<file path="src/inc/fps_pkg.sv">
// Purpose: constants and carriers for the fan channel source select block
// Assumes: APB with 32-bit data, register index times four is the address
// Notes:   printed offsets are register indices, not byte addresses
package fps_pkg;

	localparam int unsigned ADDR_W  = 12;
	localparam int unsigned DATA_W  = 32;
	localparam int unsigned REG_W   = 8;
	localparam int unsigned NUM_CH  = 3;

	// register indices
	localparam logic [7:0] IDX_DUTY1   = 8'h30;
	localparam logic [7:0] IDX_DUTY2   = 8'h31;
	localparam logic [7:0] IDX_DUTY3   = 8'h32;
	localparam logic [7:0] IDX_CFG6    = 8'h36;
	localparam logic [7:0] IDX_CFG1    = 8'h40;
	localparam logic [7:0] IDX_CHCFG1  = 8'h5C;
	localparam logic [7:0] IDX_CHCFG2  = 8'h5D;
	localparam logic [7:0] IDX_CHCFG3  = 8'h5E;
	localparam logic [7:0] IDX_APPLY1  = 8'h70;
	localparam logic [7:0] IDX_APPLY2  = 8'h71;
	localparam logic [7:0] IDX_APPLY3  = 8'h72;

	// reset values
	localparam logic [7:0] RST_CHCFG   = 8'h62;
	localparam logic [7:0] RST_CFG1    = 8'h00;
	localparam logic [7:0] RST_CFG6    = 8'h00;
	localparam logic [7:0] RST_DUTY    = 8'hFF;

	// field positions
	localparam int unsigned ALT_BIT    = 3;
	localparam int unsigned FLIP_BIT   = 4;
	localparam int unsigned BHV_LSB    = 5;
	localparam int unsigned BHV_MSB    = 7;
	localparam int unsigned LOCK_BIT   = 1;
	localparam int unsigned REPL_BIT   = 4;

	// behaviour codes
	localparam logic [2:0] BHV_SRC0    = 3'h0;
	localparam logic [2:0] BHV_SRC1    = 3'h1;
	localparam logic [2:0] BHV_SRC2    = 3'h2;
	localparam logic [2:0] BHV_SRC3    = 3'h3;
	localparam logic [2:0] BHV_CODE4   = 3'h4;
	localparam logic [2:0] BHV_CODE5   = 3'h5;
	localparam logic [2:0] BHV_CODE6   = 3'h6;
	localparam logic [2:0] BHV_CODE7   = 3'h7;

	// duty figures, full scale is 100%
	localparam logic [7:0] DUTY_FULL   = 8'hFF;
	localparam logic [7:0] DUTY_ZERO   = 8'h00;
	localparam logic [7:0] PWM_TOP     = 8'hFE;

	typedef struct packed {
		logic              psel;
		logic              penable;
		logic              pwrite;
		logic [ADDR_W-1:0] paddr;
		logic [DATA_W-1:0] pwdata;
	} fps_apb_req_t;

	typedef struct packed {
		logic              pready;
		logic              pslverr;
		logic [DATA_W-1:0] prdata;
	} fps_apb_rsp_t;

	// computed duties of every temperature source
	typedef struct packed {
		logic [7:0] remote1;
		logic [7:0] local_t;
		logic [7:0] remote2;
		logic [7:0] cpu0;
		logic [7:0] cpu1;
		logic [7:0] cpu2;
		logic [7:0] cpu3;
	} fps_src_t;

	function automatic logic [ADDR_W-1:0] byte_addr(input logic [7:0] idx);
		byte_addr = {{(ADDR_W-10){1'b0}}, idx, 2'b00};
	endfunction

endpackage

</file>
<file path="src/design/fps_top.sv">
// Purpose: fan channel source select, manual duty and polarity, APB regs
// Assumes: source duties arrive from on-clock logic, no synchroniser
// Notes:   zero-wait APB slave, read data registered in the setup cycle
//
// Notes on behaviour
// - channel alternative bit 3 set selects the alternative mapping.
// - polarity bit 4 clear gives high output at full duty, set inverts.
// - behaviour field bits 7:5 picks source or mode through the mapping.
// - default codes 0,1,2 follow remote 1, local and remote 2 duties.
// - default code 3 runs full speed and is the field's reset value.
// - default code 4 disables the fan drive.
// - default code 5 takes the larger of local and remote 2 duties.
// - default code 6 takes the largest of the three analog duties.
// - default code 7 is manual: duty regs 0x30-0x32 writable and used.
// - alternative codes 0..3 follow cpu thermal readings 0..3.
// - alternative codes 4 and 6 run the fan at full duty.
// - alternative code 5 takes the largest of the four cpu duties.
// - alternative code 7 takes the largest of all seven zone duties.
// - lock bit in reg 0x40 makes channel config regs ignore writes.
// - replace bit 4 of reg 0x36 forces channel 1 to alternative mapping.
//
// Design decisions made here: the placing of the registers and the APB register port.
`timescale 1ns/1ps
`default_nettype none
module fps_top (
	input  wire logic                   clock,
	input  wire logic                   rstn,
	input  wire fps_pkg::fps_apb_req_t  apb_req,
	output fps_pkg::fps_apb_rsp_t       apb_rsp,
	input  wire fps_pkg::fps_src_t      src_duty,
	output logic [fps_pkg::NUM_CH-1:0]  fan_pwm
);

	////////////////////////////////////////////////////////////////////////
	// state

	typedef struct packed {
		logic [fps_pkg::NUM_CH-1:0][7:0] chcfg;
		logic [fps_pkg::NUM_CH-1:0][7:0] man_duty;
		logic [fps_pkg::NUM_CH-1:0][7:0] applied;
		logic [7:0]                      cfg1;
		logic [7:0]                      cfg6;
		logic [fps_pkg::DATA_W-1:0]      rdata;
		logic                            rerr;
	} fps_state_t;

	fps_state_t st_reg;
	fps_state_t st_next;

	////////////////////////////////////////////////////////////////////////
	// functions

	function automatic logic [7:0] max2(
		input logic [7:0] a,
		input logic [7:0] b
	);
		max2 = (a > b) ? a : b;
	endfunction

	function automatic logic [7:0] max4(
		input logic [7:0] a,
		input logic [7:0] b,
		input logic [7:0] c,
		input logic [7:0] d
	);
		max4 = max2(max2(a, b), max2(c, d));
	endfunction

	// duty chosen for a channel from its behaviour code and mapping
	function automatic logic [7:0] pick_duty(
		input logic [2:0]        code,
		input logic              alternative_map_select,
		input fps_pkg::fps_src_t s,
		input logic [7:0]        man
	);
		logic [7:0] analog;
		logic [7:0] cpu;
		analog = max2(max2(s.remote1, s.local_t), s.remote2);
		cpu    = max4(s.cpu0, s.cpu1, s.cpu2, s.cpu3);
		pick_duty = fps_pkg::DUTY_FULL;
		if (alternative_map_select) begin
			unique case (code)
				fps_pkg::BHV_SRC0:  pick_duty = s.cpu0;
				fps_pkg::BHV_SRC1:  pick_duty = s.cpu1;
				fps_pkg::BHV_SRC2:  pick_duty = s.cpu2;
				fps_pkg::BHV_SRC3:  pick_duty = s.cpu3;
				fps_pkg::BHV_CODE4: pick_duty = fps_pkg::DUTY_FULL;
				fps_pkg::BHV_CODE5: pick_duty = cpu;
				fps_pkg::BHV_CODE6: pick_duty = fps_pkg::DUTY_FULL;
				fps_pkg::BHV_CODE7: pick_duty = max2(analog, cpu);
			endcase
		end else begin
			unique case (code)
				fps_pkg::BHV_SRC0:  pick_duty = s.remote1;
				fps_pkg::BHV_SRC1:  pick_duty = s.local_t;
				fps_pkg::BHV_SRC2:  pick_duty = s.remote2;
				fps_pkg::BHV_SRC3:  pick_duty = fps_pkg::DUTY_FULL;
				fps_pkg::BHV_CODE4: pick_duty = fps_pkg::DUTY_ZERO;
				fps_pkg::BHV_CODE5: begin
					pick_duty = max2(s.local_t, s.remote2);
				end
				fps_pkg::BHV_CODE6: pick_duty = analog;
				fps_pkg::BHV_CODE7: pick_duty = man;
			endcase
		end
	endfunction

	function automatic logic is_chcfg(input logic [fps_pkg::ADDR_W-1:0] a);
		is_chcfg = (a == fps_pkg::byte_addr(fps_pkg::IDX_CHCFG1))
			|| (a == fps_pkg::byte_addr(fps_pkg::IDX_CHCFG2))
			|| (a == fps_pkg::byte_addr(fps_pkg::IDX_CHCFG3));
	endfunction

	////////////////////////////////////////////////////////////////////////
	// derived channel controls

	logic [fps_pkg::NUM_CH-1:0]      eff_alt;
	logic [fps_pkg::NUM_CH-1:0]      manual;
	logic [fps_pkg::NUM_CH-1:0]      flip;
	logic [fps_pkg::NUM_CH-1:0][2:0] bhv;
	logic                            locked;
	logic                            replace_on;

	assign locked     = st_reg.cfg1[fps_pkg::LOCK_BIT];
	assign replace_on = st_reg.cfg6[fps_pkg::REPL_BIT];

	always_comb begin
		for (int i = 0; i < fps_pkg::NUM_CH; i++) begin
			bhv[i]  = st_reg.chcfg[i][fps_pkg::BHV_MSB:fps_pkg::BHV_LSB];
			flip[i] = st_reg.chcfg[i][fps_pkg::FLIP_BIT];
			eff_alt[i] = st_reg.chcfg[i][fps_pkg::ALT_BIT];
			if (i == 0) begin
				eff_alt[i] = eff_alt[i] | replace_on;
			end
			manual[i] = !eff_alt[i] && (bhv[i] == fps_pkg::BHV_CODE7);
		end
	end

	////////////////////////////////////////////////////////////////////////
	// address decode

	logic                       setup_ph;
	logic                       access_ph;
	logic                       wr_en;
	logic [fps_pkg::ADDR_W-1:0] addr;
	logic [7:0]                 wbyte;
	logic [fps_pkg::DATA_W-1:0] rd_val;
	logic                       rd_hit;

	assign setup_ph  = apb_req.psel && !apb_req.penable;
	assign access_ph = apb_req.psel && apb_req.penable;
	assign wr_en     = access_ph && apb_req.pwrite;
	assign addr      = apb_req.paddr;
	assign wbyte     = apb_req.pwdata[7:0];

	always_comb begin
		rd_val = '0;
		rd_hit = 1'b1;
		unique case (addr)
			fps_pkg::byte_addr(fps_pkg::IDX_DUTY1):
				rd_val[7:0] = st_reg.man_duty[0];
			fps_pkg::byte_addr(fps_pkg::IDX_DUTY2):
				rd_val[7:0] = st_reg.man_duty[1];
			fps_pkg::byte_addr(fps_pkg::IDX_DUTY3):
				rd_val[7:0] = st_reg.man_duty[2];
			fps_pkg::byte_addr(fps_pkg::IDX_CFG6):
				rd_val[7:0] = st_reg.cfg6;
			fps_pkg::byte_addr(fps_pkg::IDX_CFG1):
				rd_val[7:0] = st_reg.cfg1;
			fps_pkg::byte_addr(fps_pkg::IDX_CHCFG1):
				rd_val[7:0] = st_reg.chcfg[0];
			fps_pkg::byte_addr(fps_pkg::IDX_CHCFG2):
				rd_val[7:0] = st_reg.chcfg[1];
			fps_pkg::byte_addr(fps_pkg::IDX_CHCFG3):
				rd_val[7:0] = st_reg.chcfg[2];
			fps_pkg::byte_addr(fps_pkg::IDX_APPLY1):
				rd_val[7:0] = st_reg.applied[0];
			fps_pkg::byte_addr(fps_pkg::IDX_APPLY2):
				rd_val[7:0] = st_reg.applied[1];
			fps_pkg::byte_addr(fps_pkg::IDX_APPLY3):
				rd_val[7:0] = st_reg.applied[2];
			default: rd_hit = 1'b0;
		endcase
	end

	////////////////////////////////////////////////////////////////////////
	// next state

	always_comb begin
		st_next = st_reg;

		// read data and error captured in the setup cycle
		if (setup_ph) begin
			st_next.rdata = apb_req.pwrite ? '0 : rd_val;
			st_next.rerr  = !rd_hit;
		end

		if (wr_en && rd_hit) begin
			if (addr == fps_pkg::byte_addr(fps_pkg::IDX_CFG1)) begin
				// lock is sticky until reset
				if (!locked) begin
					st_next.cfg1 = wbyte;
				end
			end
			if (addr == fps_pkg::byte_addr(fps_pkg::IDX_CFG6)) begin
				st_next.cfg6 = wbyte;
			end
			for (int i = 0; i < fps_pkg::NUM_CH; i++) begin
				if (addr == fps_pkg::byte_addr(8'(fps_pkg::IDX_CHCFG1 + i))
					&& !locked) begin
					st_next.chcfg[i] = wbyte;
				end
				if (addr == fps_pkg::byte_addr(8'(fps_pkg::IDX_DUTY1 + i))
					&& manual[i]) begin
					st_next.man_duty[i] = wbyte;
				end
			end
		end

		for (int i = 0; i < fps_pkg::NUM_CH; i++) begin
			st_next.applied[i] = pick_duty(bhv[i], eff_alt[i], src_duty,
				st_reg.man_duty[i]);
		end
	end

	always_ff @(posedge clock or negedge rstn) begin
		if (!rstn) begin
			st_reg.chcfg    <= {fps_pkg::NUM_CH{fps_pkg::RST_CHCFG}};
			st_reg.man_duty <= {fps_pkg::NUM_CH{fps_pkg::RST_DUTY}};
			st_reg.applied  <= {fps_pkg::NUM_CH{fps_pkg::DUTY_FULL}};
			st_reg.cfg1     <= fps_pkg::RST_CFG1;
			st_reg.cfg6     <= fps_pkg::RST_CFG6;
			st_reg.rdata    <= '0;
			st_reg.rerr     <= 1'b0;
		end else begin
			st_reg <= st_next;
		end
	end

	////////////////////////////////////////////////////////////////////////
	// bus answer

	logic unused_chcfg;
	assign unused_chcfg = is_chcfg(addr);

	always_comb begin
		apb_rsp.pready  = 1'b1;
		apb_rsp.pslverr = access_ph && st_reg.rerr;
		apb_rsp.prdata  = st_reg.rdata;
	end

	////////////////////////////////////////////////////////////////////////
	// pwm outputs

	for (genvar g = 0; g < fps_pkg::NUM_CH; g++) begin : g_ch
		fps_pwm_gen u_gen (
			.clock (clock),
			.rstn  (rstn),
			.duty  (st_reg.applied[g]),
			.flip  (flip[g]),
			.pwm   (fan_pwm[g])
		);
	end

endmodule
`default_nettype wire

</file>
<file path="src/design/fps_pwm_gen.sv">
// Purpose: one pwm output from a duty value, with polarity flip
// Assumes: duty full scale holds the line active the whole period
// Notes:   period is 255 clocks
`timescale 1ns/1ps
`default_nettype none
module fps_pwm_gen (
	input  wire logic       clock,
	input  wire logic       rstn,
	input  wire logic [7:0] duty,
	input  wire logic       flip,
	output logic            pwm
);

	typedef struct packed {
		logic [7:0] cnt;
		logic       out;
	} fps_gen_state_t;

	fps_gen_state_t st_reg;
	fps_gen_state_t st_next;

	always_comb begin
		logic active;
		active = 1'b0;
		st_next = st_reg;
		if (st_reg.cnt == fps_pkg::PWM_TOP) begin
			st_next.cnt = fps_pkg::DUTY_ZERO;
		end else begin
			st_next.cnt = st_reg.cnt + 8'h01;
		end
		active = (st_reg.cnt < duty);
		st_next.out = active ^ flip;
	end

	always_ff @(posedge clock or negedge rstn) begin
		if (!rstn) begin
			st_reg <= '0;
		end else begin
			st_reg <= st_next;
		end
	end

	assign pwm = st_reg.out;

endmodule
`default_nettype wire

</file>
<file path="config.mk">
export PLATFORM = sky130hd
export DESIGN_NAME = fps_top
export DESIGN_NICKNAME = d
export VERILOG_FILES = /design/src/inc/fps_pkg.sv /design/src/design/fps_top.sv /design/src/design/fps_pwm_gen.sv
export SDC_FILE = /design/constraint.sdc
export NUM_CORES = 1
export LEC_CHECK = 0
export BUFFER_PORTS_ARGS = -buffer_cell sky130_fd_sc_hd__buf_2
export CAP_MARGIN = 15
export CELL_PAD_IN_SITES_DETAIL_PLACEMENT = 1
export CELL_PAD_IN_SITES_GLOBAL_PLACEMENT = 1
export CORE_MARGIN = 2
export CORE_UTILIZATION = 48
export CTS_CLUSTER_SIZE = 12
export DETAILED_ROUTE_END_ITERATION = 10
export GPL_TIMING_DRIVEN = 0
export PLACE_DENSITY = 0.84
export SLEW_MARGIN = 20
export SYNTH_ARGS = -nofsm -noshare
export SYNTH_HDL_FRONTEND = slang
export SYNTH_SLANG_ARGS = --single-unit
</file>
<file path="constraint.sdc">
create_clock -name clock -period 3.48 [get_ports clock]
set_clock_uncertainty 0.2 [all_clocks]
set_input_delay 0.348 -clock clock [delete_from_list [all_inputs] [get_ports clock]]
set_output_delay 0.348 -clock clock [all_outputs]
set_load 0.01 [all_outputs]
</file>
Word-level counts from Yosys, hierarchy flattened. Cells that the tools add are included.

$lt $le $gt $ge: 10. $add $sub $neg: 3. Eq/ne operators: 35. Reduce and logical (&&, ||, !) cells: 36. Muxes and demuxes: 23. Bitwise gates (word level): 5.

Operator list (count): $pmux W8 S8 (3); $pmux W8 S7 (3); $mux W8 (14); $pmux W8 S11 (1); $eq A12 B9 Y1 const B (7); $gt A8 B8 Y1 (7); $eq A12 B8 Y1 const B (4); $eq A3 B3 Y1 const B (12); $add A8 B1 Y8 const B (3); $eq A8 B8 Y1 const B (3); $lt A8 B8 Y1 (3); $eq A3 B2 Y1 const B (6); $reduce_and A2 Y1 (8); $logic_and A1 B1 Y1 (14); $reduce_or A11 Y1 (1); $eq A3 B1 Y1 const B (3); $logic_not A3 Y1 (3); $logic_not A1 Y1 (6); $reduce_or A2 Y1 (3); $reduce_and A3 Y1 (1); $xor A1 B1 Y1 (3); $mux W2 (1); $mux W1 (1); $not A1 Y1 (1); $or A1 B1 Y1 (1).

Word-level logic and storage cells: 132. Bits in registers: 148. Input bits: 105. Output and inout bits: 37.

Longest topological paths before layout. Gate-level depths: netlist (run 1).

Depth after elaboration: 8. Mapped depth: 27. Gate-level depth less buffers: 25.

By module. A second synthesis (run 1) with hierarchy kept.

Cells, all modules: 1306. Area, all modules: 10923.0 sq um.

By module, submodules not included: fps_top (area an instance 9173.8 sq um, cells an instance 1114, times used 1, sequential area each 2498.6 sq um); fps_pwm_gen (area an instance 583.1 sq um, cells an instance 64, times used 3, sequential area each 225.2 sq um).

Worst setup path after synthesis (run 1). Ideal clock, no wire load.

Path type: input port to flip-flop. From: input port src_duty[17] in the netlist's numbering. To: register st_reg[49] in the netlist's numbering. Stages: 26. Library setup time: 82 ps. Setup slack: -2313 ps. Path buffers: 2. Data arrival time: 5511 ps. Data required time: 3198 ps. Cell sequence: inv_1 ha_1 nor2b_1 o211ai_1 a211oi_2 nor2_1 mux2_2 ha_1 nand2_1 o21ai_0 a211oi_1 o21ai_0 a21boi_0 nor2_1 inv_1 ha_1 a21o_1 a21o_1 a21oi_1 o311ai_4 and4b_1 o211a_1 buf_6 buf_2 o211ai_1 o211ai_1.

RTL lines: start: declaration (line fps_top.sv:30) `input wire fps_pkg::fps_src_t src_duty,`; end signal: assignment (line fps_top.sv:236) `st_reg <= st_next;`; end: declaration (line fps_top.sv:47) `fps_state_t st_reg;`.

==> run_results.csv, run 1 <==
group,metric,value,unit
status,status,"finished, violations left",
status,violations,"negative setup slack",
power_and_ir_drop,p_leak,0.00613,uW
layout,mostFrequentLayoutCell,"nor2_1",
floorplan,start_util,48.5,%
clocking,cts_sinks,124,
power_and_ir_drop,power.total,5660,uW
critical_path,critPathMaxStageDelay,0.48,ns
clocking,cts_tree,"built",
layout,syn2layout_area_growth,30.7,%
place,portBuffers,92,
synthesis,ys_warn_count,0,
route,via_per_inst,7.04,
critical_path,start_kind,"primary input",
hold_path,hold_class,"primary input to register",
power_and_ir_drop,power.density,398,nW/um2
sta,holdWs,0.0593,ns
global_route,grt_pass1_wl,80200,um
place,place.gp.congestion,1.01,
global_route,track_usage,45.0,%
route,drt-initial-drc-count,1456,
layout,final_cell_mix,"nor2_1 (106), buf_4 (102), a21oi_1 (95), nand2_1 (90), buf_2 (71)",
critical_path,critPathCaptureType,"register",
synthesis,synth_top_area_share,15.4,%
route,drc,0,
clocking,cts_buffers,17,
layout,largest_register_ffs,73,
place,post-place-ws,-3.19,ns
critical_path,cp.required,3.56,ns
layout,final_util,63.5,%
place,dpl_cell_area,12200,um2
sta,period_needed,5.69,ns
route,wl_per_cell,31.5,um
clocking,clk_path_buf_depth,2,
route,firstDrtPassIters,7,
sta,setup_ws,-2.21,ns
global_route,use_met3,8.46,%
global_route,grt-ovfl-total,0,
layout,layout-drive-gt1-share,33.8,%
clocking,clk_pin_slew,0.06,ns
floorplan,die-area,23900,um2
sta,drv_slew,0,
synthesis,syn_avg_cell_area,8.46,um2
layout,antennaDiodeCount,0,
synthesis,yosysUniqueCellTypes,83,
synthesis,synth_seq_area_share,29.1,%
sta,finalCritPeriodShare,163,%
layout,fin_area,14200,um2
sta,relSlewSlack,20.6,%
critical_path,crit_arrival,5.77,ns
route,wirelength,56400,um
route,num_vias,12608,
critical_path,worst_path_max_delay_cell,"o211ai_1",
layout,finalNetCount,1677,
global_route,antenna_found_initial,0,
critical_path,worstSetupPathType,"primary input to register",
global_route,grt_max_degree,73,
critical_path,path_max_fanout,6,
global_route,grt_pass1_vias,12870,
sta,setup_violations,24,
floorplan,die_x,155,um
synthesis,synth-seq-cells,124,
place,hpwl,37700,um
synthesis,netlist_instances,1287,
sta,max_freq,176,MHz
synthesis,synth_top_area_cell,"dfrtp_1",
floorplan,coreArea,22400,um2
synthesis,synth_flop_cell,"dfrtp_1",
global_route,grt_util_met2,74.5,%
synthesis,synth.area.top_cells,"dfrtp_1 (15%), dfstp_2 (14%), ha_1 (9.2%), mux2_2 (6.8%), a21oi_1 (4.8%)",
clocking,root_buffer,"clkbuf_16",
sta,hold_viol_final,0,
synthesis,async_reset_ff_share,100,%
sta,tightest_slew,1.19,ns
sta,rsz0062_at_grt,"yes",
global_route,globalRouteMet1Util,52.1,%
floorplan,rows,55,
floorplan,die_h,155,um
floorplan,pin_count,142,
synthesis,syn_area,10900,um2
clocking,clk_latency,0.43,ns
global_route,grt_busiest_layer,"met2",
synthesis,synth_edf_count,0,
run,maxCapViolations,0,
power_and_ir_drop,peakVddDrop,402,uV
route,antenna_left,0,
clocking,htree_levels,4,
[Yosys cell counts, drive strengths merged, types with 16 or more instances]
| master | number |
|---|---|
| nor2 | 116 |
| dfstp | 57 |
| ha | 80 |
| o221ai | 20 |
| a21o | 18 |
| dfrtp | 67 |
| a22oi | 16 |
| nand2 | 93 |
| a211oi | 25 |
| a222oi | 24 |
| inv | 91 |
| clkbuf | 55 |
| o22ai | 40 |
| nor3 | 29 |
| o21ai | 68 |
| nand3 | 34 |
| mux2i | 40 |
| nand4 | 18 |
| buf | 45 |
| mux2 | 68 |
| a21oi | 107 |
[worst max-delay path: cells and delay by family]
| kind | cells | cell delay (ns) |
|---|---|---|
| buf+inv | 6 | 0.90 |
| compound gates | 13 | 2.65 |
| simple gates | 5 | 0.85 |
| fa+ha+maj | 3 | 0.69 |
| mux | 1 | 0.32 |
[routing by layer]
layer / routed length [um] / vias to the layer above
met1: 20400 / 6230
met5: 0 / -
met3: 5010 / 315
met4: 4780 / 0
met2: 26200 / 898
li1: - / 5165
[path summary, 6_finish.rpt]
kind                              from                       to  slack, ns  depth (start not counted)
hold reg to reg             apb_rsp[1]               apb_rsp[1]       0.29                          1
min in group asynchronous         rstn  g_ch[0].u_gen.st_reg[2]       0.25                          2
hold / removal              apb_req[5]               st_reg[78]       0.06                          3
max in group asynchronous         rstn               st_reg[72]       2.04                          3
setup / recovery           src_duty[1]               st_reg[49]      -2.21                         28
setup reg to reg                bhv[5]               st_reg[61]       0.19                          6
[through the flow]
step / TNS [ns] / instances
after global placement: -67.07 / 1687
after detailed placement: -69.77 / 1688
after floorplan: -33.98 / 1310
after global routing: -50.90 / 1790
after CTS: -39.31 / 1768
final: -48.23 / 1790
[area by class of cell]
cell class                 instances  area [um2]
buffer                            99         538
clock buffer                      20         478
clock inverter                    12         136
fill                            2548        8200
inverter                          92         373
multi-input combinational        994        7930
sequential                       124        3170
tap                              285         357
timing repair buffer             164        1250
[what timing repair did]
action                     CTS  global route
pin swaps                   50            42
buffers inserted            48            22
hold buffers                 1             0
setup endpoints to repair   24            27
gates resized for setup    139            36
hold endpoints to repair    19             0
[report_power, final]
part           internal [uW]  leakage (uW)  switching, uW
registers               1470       0.00147           19.2
clock network           1140      0.000294            708
logic                    954       0.00436           1370
[kinds of logic (layout without fill, tap and decap cells)]
logic type	after synthesis	in the layout	share of synthesized area, %
adders and majority gates	80	80	9.19
muxes	108	108	10.7
and+or+nand+nor	348	348	15.2
xor gates and xnor gates	19	19	1.53
other	2	25	0.0690
DFF	124	124	29.1
buffers and inverters	192	387	8.01
AOI/OAI and AO/OA	414	414	26.1
Power figures use the tool's default switching activity.
==> inputs of run 2 (changes only) <==
clock period = 6.8 ns   (was 3.48 ns; I/O delays follow)
==> run 2 against run 1 <==
Effect of this change: the run now ends clean; sequential power fell by 49%; utilization shrank 7.3 points; critical path depth down 4; routed wire length is 13% lower; die area is the same; sequential share of layout area up 2.9 points; via count is 6.6% lower; global-route usage down 4.7 points; critical endpoint is now st_reg[53]; largest cell class unchanged.
==> run_results.csv, run 2 (same netlist as run 1, synthesis figures left out) <==
group,metric,value,unit
power_and_ir_drop,swShare,34.9,%
floorplan,coreArea,22400,um2
route,wirelength,48900,um
critical_path,start_kind,"primary input",
clocking,htree_levels,4,
clocking,cts_sinks,124,
global_route,grt-ovfl-total,0,
floorplan,pin_count,142,
sta,tns,0,ns
route,drc,0,
sta,tightest_slew,1.18,ns
route,firstDrtPassIters,8,
critical_path,worstSetupPathType,"primary input to register",
floorplan,rows,55,
layout,num-fill-cells,2690,
hold_path,hold_class,"register to register",
clocking,cts_buffers,17,
critical_path,crit_arrival,6.75,ns
layout,instances_no_fill,1727,
clocking,clk_path_buf_depth,2,
clocking,clk_pin_slew,0.05,ns
sta,setup_ws,0.128,ns
layout,syn2layout_area_growth,15.7,%
place,placed_cells,1688,
layout,antennaDiodeCount,0,
power_and_ir_drop,seqPwrFrac,31.0,%
route,highest_layer,"met4",
layout,layout-drive-gt1-share,23.4,%
floorplan,die-area,23900,um2
critical_path,cp.required,6.88,ns
layout,largest_register_ffs,73,
place,place.gp.congestion,1.01,
power_and_ir_drop,comb_power_share,31.0,%
critical_path,crit_buf_inv,7,
floorplan,die_x,155,um
route,wl_met2,22500,um
floorplan,die_h,155,um
clocking,root_buffer,"clkbuf_16",
critical_path,cp_cell_sequence,"buf_2, inv_1, ha_1, nor2b_1, o21bai_1, a31oi_1, o21ai_4, buf_4, mux2_2, ha_1, nand3_1, a21o_1, a21oi_2, buf_6, mux2i_2, inv_1, ha_1, inv_1, o311ai_4, and4b_1, o211ai_1, buf_4, nand3_2, o221ai_1",
layout,finalNetCount,1615,
route,num_vias,11782,
route,antenna_left,0,
sta,hold_viol_final,0,
route,drt-initial-drc-count,1193,
sta,finalCritPeriodShare,98.1,%
global_route,grt_pass1_wl,72600,um
layout,final_cell_mix,"nor2_1 (111), a21oi_1 (102), buf_2 (94), nand2_1 (92), inv_1 (91)",
sta,max_freq,150,MHz
global_route,antenna_found_initial,0,
sta,drv_slew,0,
sta,relSlewSlack,21.1,%
place,post-place-ws,-1.07,ns
global_route,track_usage,40.3,%
global_route,grt_max_degree,78,
power_and_ir_drop,pwr-share-clk,38.1,%
route,wl_met1,18100,um
place,hpwl,36100,um
run,maxCapViolations,0,
route,wl_per_cell,28.3,um
layout,final_util,56.2,%
sta,setup_violations,0,
power_and_ir_drop,power.total,2470,uW
clocking,cts_tree,"built",
floorplan,start_util,48.5,%
global_route,grt_pass1_vias,11977,
power_and_ir_drop,p_leak,0.00566,uW
critical_path,path_max_fanout,10,
power_and_ir_drop,power.switching,861,uW
sta,period_needed,6.67,ns
power_and_ir_drop,power.density,196,nW/um2
critical_path,critPathMaxStageDelay,0.56,ns
layout,mostFrequentLayoutCell,"nor2_1",
sta,rsz0062_at_grt,"no",
status,status,"finished clean",
clocking,clk_latency,0.43,ns
place,portBuffers,92,
power_and_ir_drop,intPower,1600,uW
critical_path,worst_path_max_delay_cell,"mux2i_2",
critical_path,path_delay_family,"compound AO/OA/AOI/OAI gates",
route,wl_met3,4750,um
route,via_per_inst,6.82,
critical_path,critPathCaptureType,"register",
power_and_ir_drop,peakVddDrop,101,uV
[run 2: changes by cell type in the layout (fill, tap and decap cells not counted), sizes merged]
cell and delta:
bufinv +1, clkbuf +3, clkinv -4, buf -61, inv -1, clkinvlp -1
[run 2: through the flow]
step                      area (um2)  hold slack (ns)
after floorplan                11000            0.184
after global placement         11800            0.263
after detailed placement       11800            0.267
after CTS                      12500            0.279
after global routing           12600            0.310
final                          12600            0.276
[run 2: worst register-to-register path, delay by kind of cell, from the launching register on]
| kind | cells | cell delay [ns] |
|---|---|---|
| AOI/OAI and AO/OA | 2 | 0.63 |
| and+or+nand+nor | 1 | 0.22 |
| buffers and inverters | 3 | 1.64 |
| DFF | 1 | 0.39 |
[run 2: final timing paths]
check	slack [ns]	cells past startpoint	from	to
max in group asynchronous	5.08	3	rstn	st_reg[71]
hold / removal	0.28	2	st_reg[0]	st_reg[0]
setup reg to reg	3.63	6	bhv[5]	st_reg[61]
setup / recovery	0.13	24	src_duty[41]	st_reg[53]
hold reg to reg	0.28	2	st_reg[0]	st_reg[0]
min in group asynchronous	0.56	2	rstn	g_ch[0].u_gen.st_reg[4]
[run 2: timing repair]
item	4_1_cts	5_1_grt
gates resized for setup	12	14
hold buffers	1	0
buffers inserted	0	8
endpoints found under the hold margin	1	0
endpoints found under the setup margin	24	23
pin swaps	0	4
[run 2: layout make-up]
type                       count  area (um2)  area share, %
buffer                        99         529           4.20
clock buffer                  24         482           3.82
clock inverter                 7         115          0.913
inverter                      92         345           2.74
multi-input combinational    994        7040           55.8
sequential                   124        3170           25.2
tap                          285         357           2.83
timing repair buffer         102         564           4.48
[run 2: per-layer routing]
metal  track usage (%)  up-vias
met5                 0        -
met4              26.9        0
met3              8.69      211
met2              65.7      740
met1              47.9     5802
li1                  -     5029
[run 2: power groups by stage]
stage          clock network (uW)  registers [uW]  logic (uW)
5_1_grt                       973             763         801
3_5_place_dp                    0             774         693
2_1_floorplan                   0             769         426
4_1_cts                       942             763         710
3_3_place_gp                    0             774         670
6_report                      939             763         763
==> inputs of run 3 (changes only) <==
CORE_ASPECT_RATIO = 1.1   (was unset)
==> run 3 against run 2 <==
Effect of this change: highest routed layer is now met5; routed wire length shrank 2.8%; combinational power shrank 3.7%; largest cell class unchanged; critical path type unchanged; critical path depth grew 3; setup slack gained 0.027 ns; global-route usage shrank 0.67 points; maximum frequency grew 0.41%; flip-flop and latch count is the same; largest power group unchanged; total power shrank 0.96%; final cell count grew 0.17%.
==> run_results.csv, run 3 (same netlist as run 1, synthesis figures left out) <==
group,metric,value,unit
critical_path,start_kind,"primary input",
route,drt-initial-drc-count,1235,
route,firstDrtPassIters,8,
critical_path,cp.required,6.89,ns
status,status,"finished clean",
route,antenna_left,0,
power_and_ir_drop,pwr-share-clk,38.6,%
layout,seq_area,3170,um2
clocking,clk_latency,0.42,ns
critical_path,worst_path_max_delay_cell,"mux2_2",
layout,final_cell_mix,"nor2_1 (111), a21oi_1 (103), buf_2 (94), nand2_1 (92), inv_1 (91)",
power_and_ir_drop,power.density,194,nW/um2
floorplan,die_x,148,um
layout,mostFrequentLayoutCell,"nor2_1",
floorplan,pin_count,142,
sta,drv_slew,0,
route,via_per_inst,6.75,
critical_path,crit_top_cell,"ha_1",
critical_path,crit_arrival,6.73,ns
power_and_ir_drop,intPower,1590,uW
run,maxCapViolations,0,
critical_path,r2r_slack,3.44,ns
layout,instances_no_fill,1730,
floorplan,die-area,23900,um2
critical_path,critPathCaptureType,"register",
sta,holdWs,0.0128,ns
sta,period_needed,6.64,ns
place,portBuffers,92,
critical_path,path_max_fanout,10,
route,drc,0,
clocking,clk_path_buf_depth,2,
critical_path,reg2regPathDepth,8,
route,num_vias,11672,
sta,tightest_slew,1.12,ns
route,wirelength,47600,um
sta,max_freq,151,MHz
global_route,grt-ovfl-total,0,
place,placed_cells,1698,
clocking,cts_tree,"built",
power_and_ir_drop,peakVddDrop,140,uV
clocking,cts_sinks,124,
clocking,htree_levels,4,
global_route,grt_pass1_wl,71500,um
floorplan,start_util,49.1,%
floorplan,coreArea,22200,um2
place,post-place-ws,-1.06,ns
global_route,antenna_found_initial,1,
power_and_ir_drop,swShare,35.0,%
sta,setup_violations,0,
sta,finalCritPeriodShare,97.7,%
place,place.gp.congestion,1.09,
layout,antennaDiodeCount,0,
global_route,grt_max_degree,76,
place,hpwl,34700,um
sta,setup_ws,0.156,ns
clocking,cts_buffers,17,
critical_path,rr_startpoint,"bhv[7]",
global_route,track_usage,39.6,%
layout,multi_input_area,7040,um2
floorplan,die_h,162,um
sta,hold_viol_final,0,
clocking,root_buffer,"clkbuf_16",
power_and_ir_drop,comb_power_share,30.1,%
sta,rsz0062_at_grt,"no",
layout,layout-drive-gt1-share,22.9,%
layout,num-fill-cells,2704,
global_route,grt_pass1_vias,11913,
clocking,clk_pin_slew,0.06,ns
floorplan,rows,57,
power_and_ir_drop,power.switching,856,uW
critical_path,r2r_end,"st_reg[68]",
power_and_ir_drop,seqPwrFrac,31.3,%
critical_path,worstSetupPathType,"primary input to register",
layout,syn2layout_area_growth,15.3,%
sta,relSlewSlack,25.2,%
clocking,ctsHoldBuffers,0,
layout,finalNetCount,1607,
route,wl_per_cell,27.5,um
layout,largest_register_ffs,73,
hold_path,hold_class,"primary input to async pin",
critical_path,critPathMaxStageDelay,0.39,ns
power_and_ir_drop,p_leak,0.00563,uW
run 3: changes by cell type in the layout (fill, tap and decap cells not counted), sizes merged:
cell | before | now
dlygate4sd3 | 1 | 0
clkbuf | 78 | 76
buf | 146 | 139
clkinv | 3 | 7
bufinv | 3 | 2
run 3: how the worst max path moves through the flow:
stage,from,to,slack [ns],depth (start not counted)
CTS,src_duty[41],st_reg[49],-0.001,27
global placement,src_duty[23],st_reg[49],-0.95,27
finish,src_duty[23],st_reg[49],0.16,27
global route,src_duty[23],st_reg[49],0.001,27
floorplan,src_duty[17],st_reg[49],0.68,26
detailed placement,src_duty[23],st_reg[52],-1.06,26
run 3: cell type report:
class / instances / area share (%)
buffer: 99 / 4.18
clock buffer: 22 / 3.95
tap: 295 / 2.94
inverter: 92 / 2.75
timing repair buffer: 94 / 3.99
sequential: 124 / 25.3
multi-input combinational: 994 / 56.0
clock inverter: 10 / 0.897
run 3: per-layer routing:
metal / wire, um / share of wire (%) / track usage [%] / up-vias
met5: 13 / 0.027 / 0 / -
met2: 22000 / 46 / 65.6 / 704
met3: 4140 / 8.7 / 6.71 / 226
li1: - / - / - / 5007
met4: 3840 / 8.1 / 27.4 / 2
met1: 17600 / 37 / 46.8 / 5733
run 3: critical path: cells and delay by family:
kind                     cells  cell delay (ns)
AO/OA/AOI/OAI               13             2.84
multiplexers                 1             0.39
AND/OR/NAND/NOR              5             1.10
adder cells (fa/ha/maj)      3             0.97
buffers and inverters        5             0.71
run 3: stage by stage:
stage          power [uW]  utilization (%)  cell area, um2   TNS, ns
5_1_grt              2520             56.6           12600         0
6_report             2440             56.6           12600         0
3_5_place_dp         1450             53.4           11800    -21.27
2_1_floorplan        1200                -           11000         0
3_3_place_gp         1420             53.2           11800    -18.35
4_1_cts              2390             56.2           12500  -0.00141
run 3: timing repair:
action                     in CTS  in global routing
gates resized for setup         7                 17
pin swaps                       0                  2
buffers inserted                0                  1
setup endpoints to repair      24                 24
run 3: power groups by stage:
| stage | clock network, uW | logic, uW | registers, uW |
|---|---|---|---|
| CTS | 945 | 682 | 763 |
| global placement | 0 | 650 | 774 |
| floorplan | 0 | 426 | 769 |
| finish | 942 | 735 | 764 |
| detailed placement | 0 | 671 | 775 |
| global route | 979 | 776 | 764 |
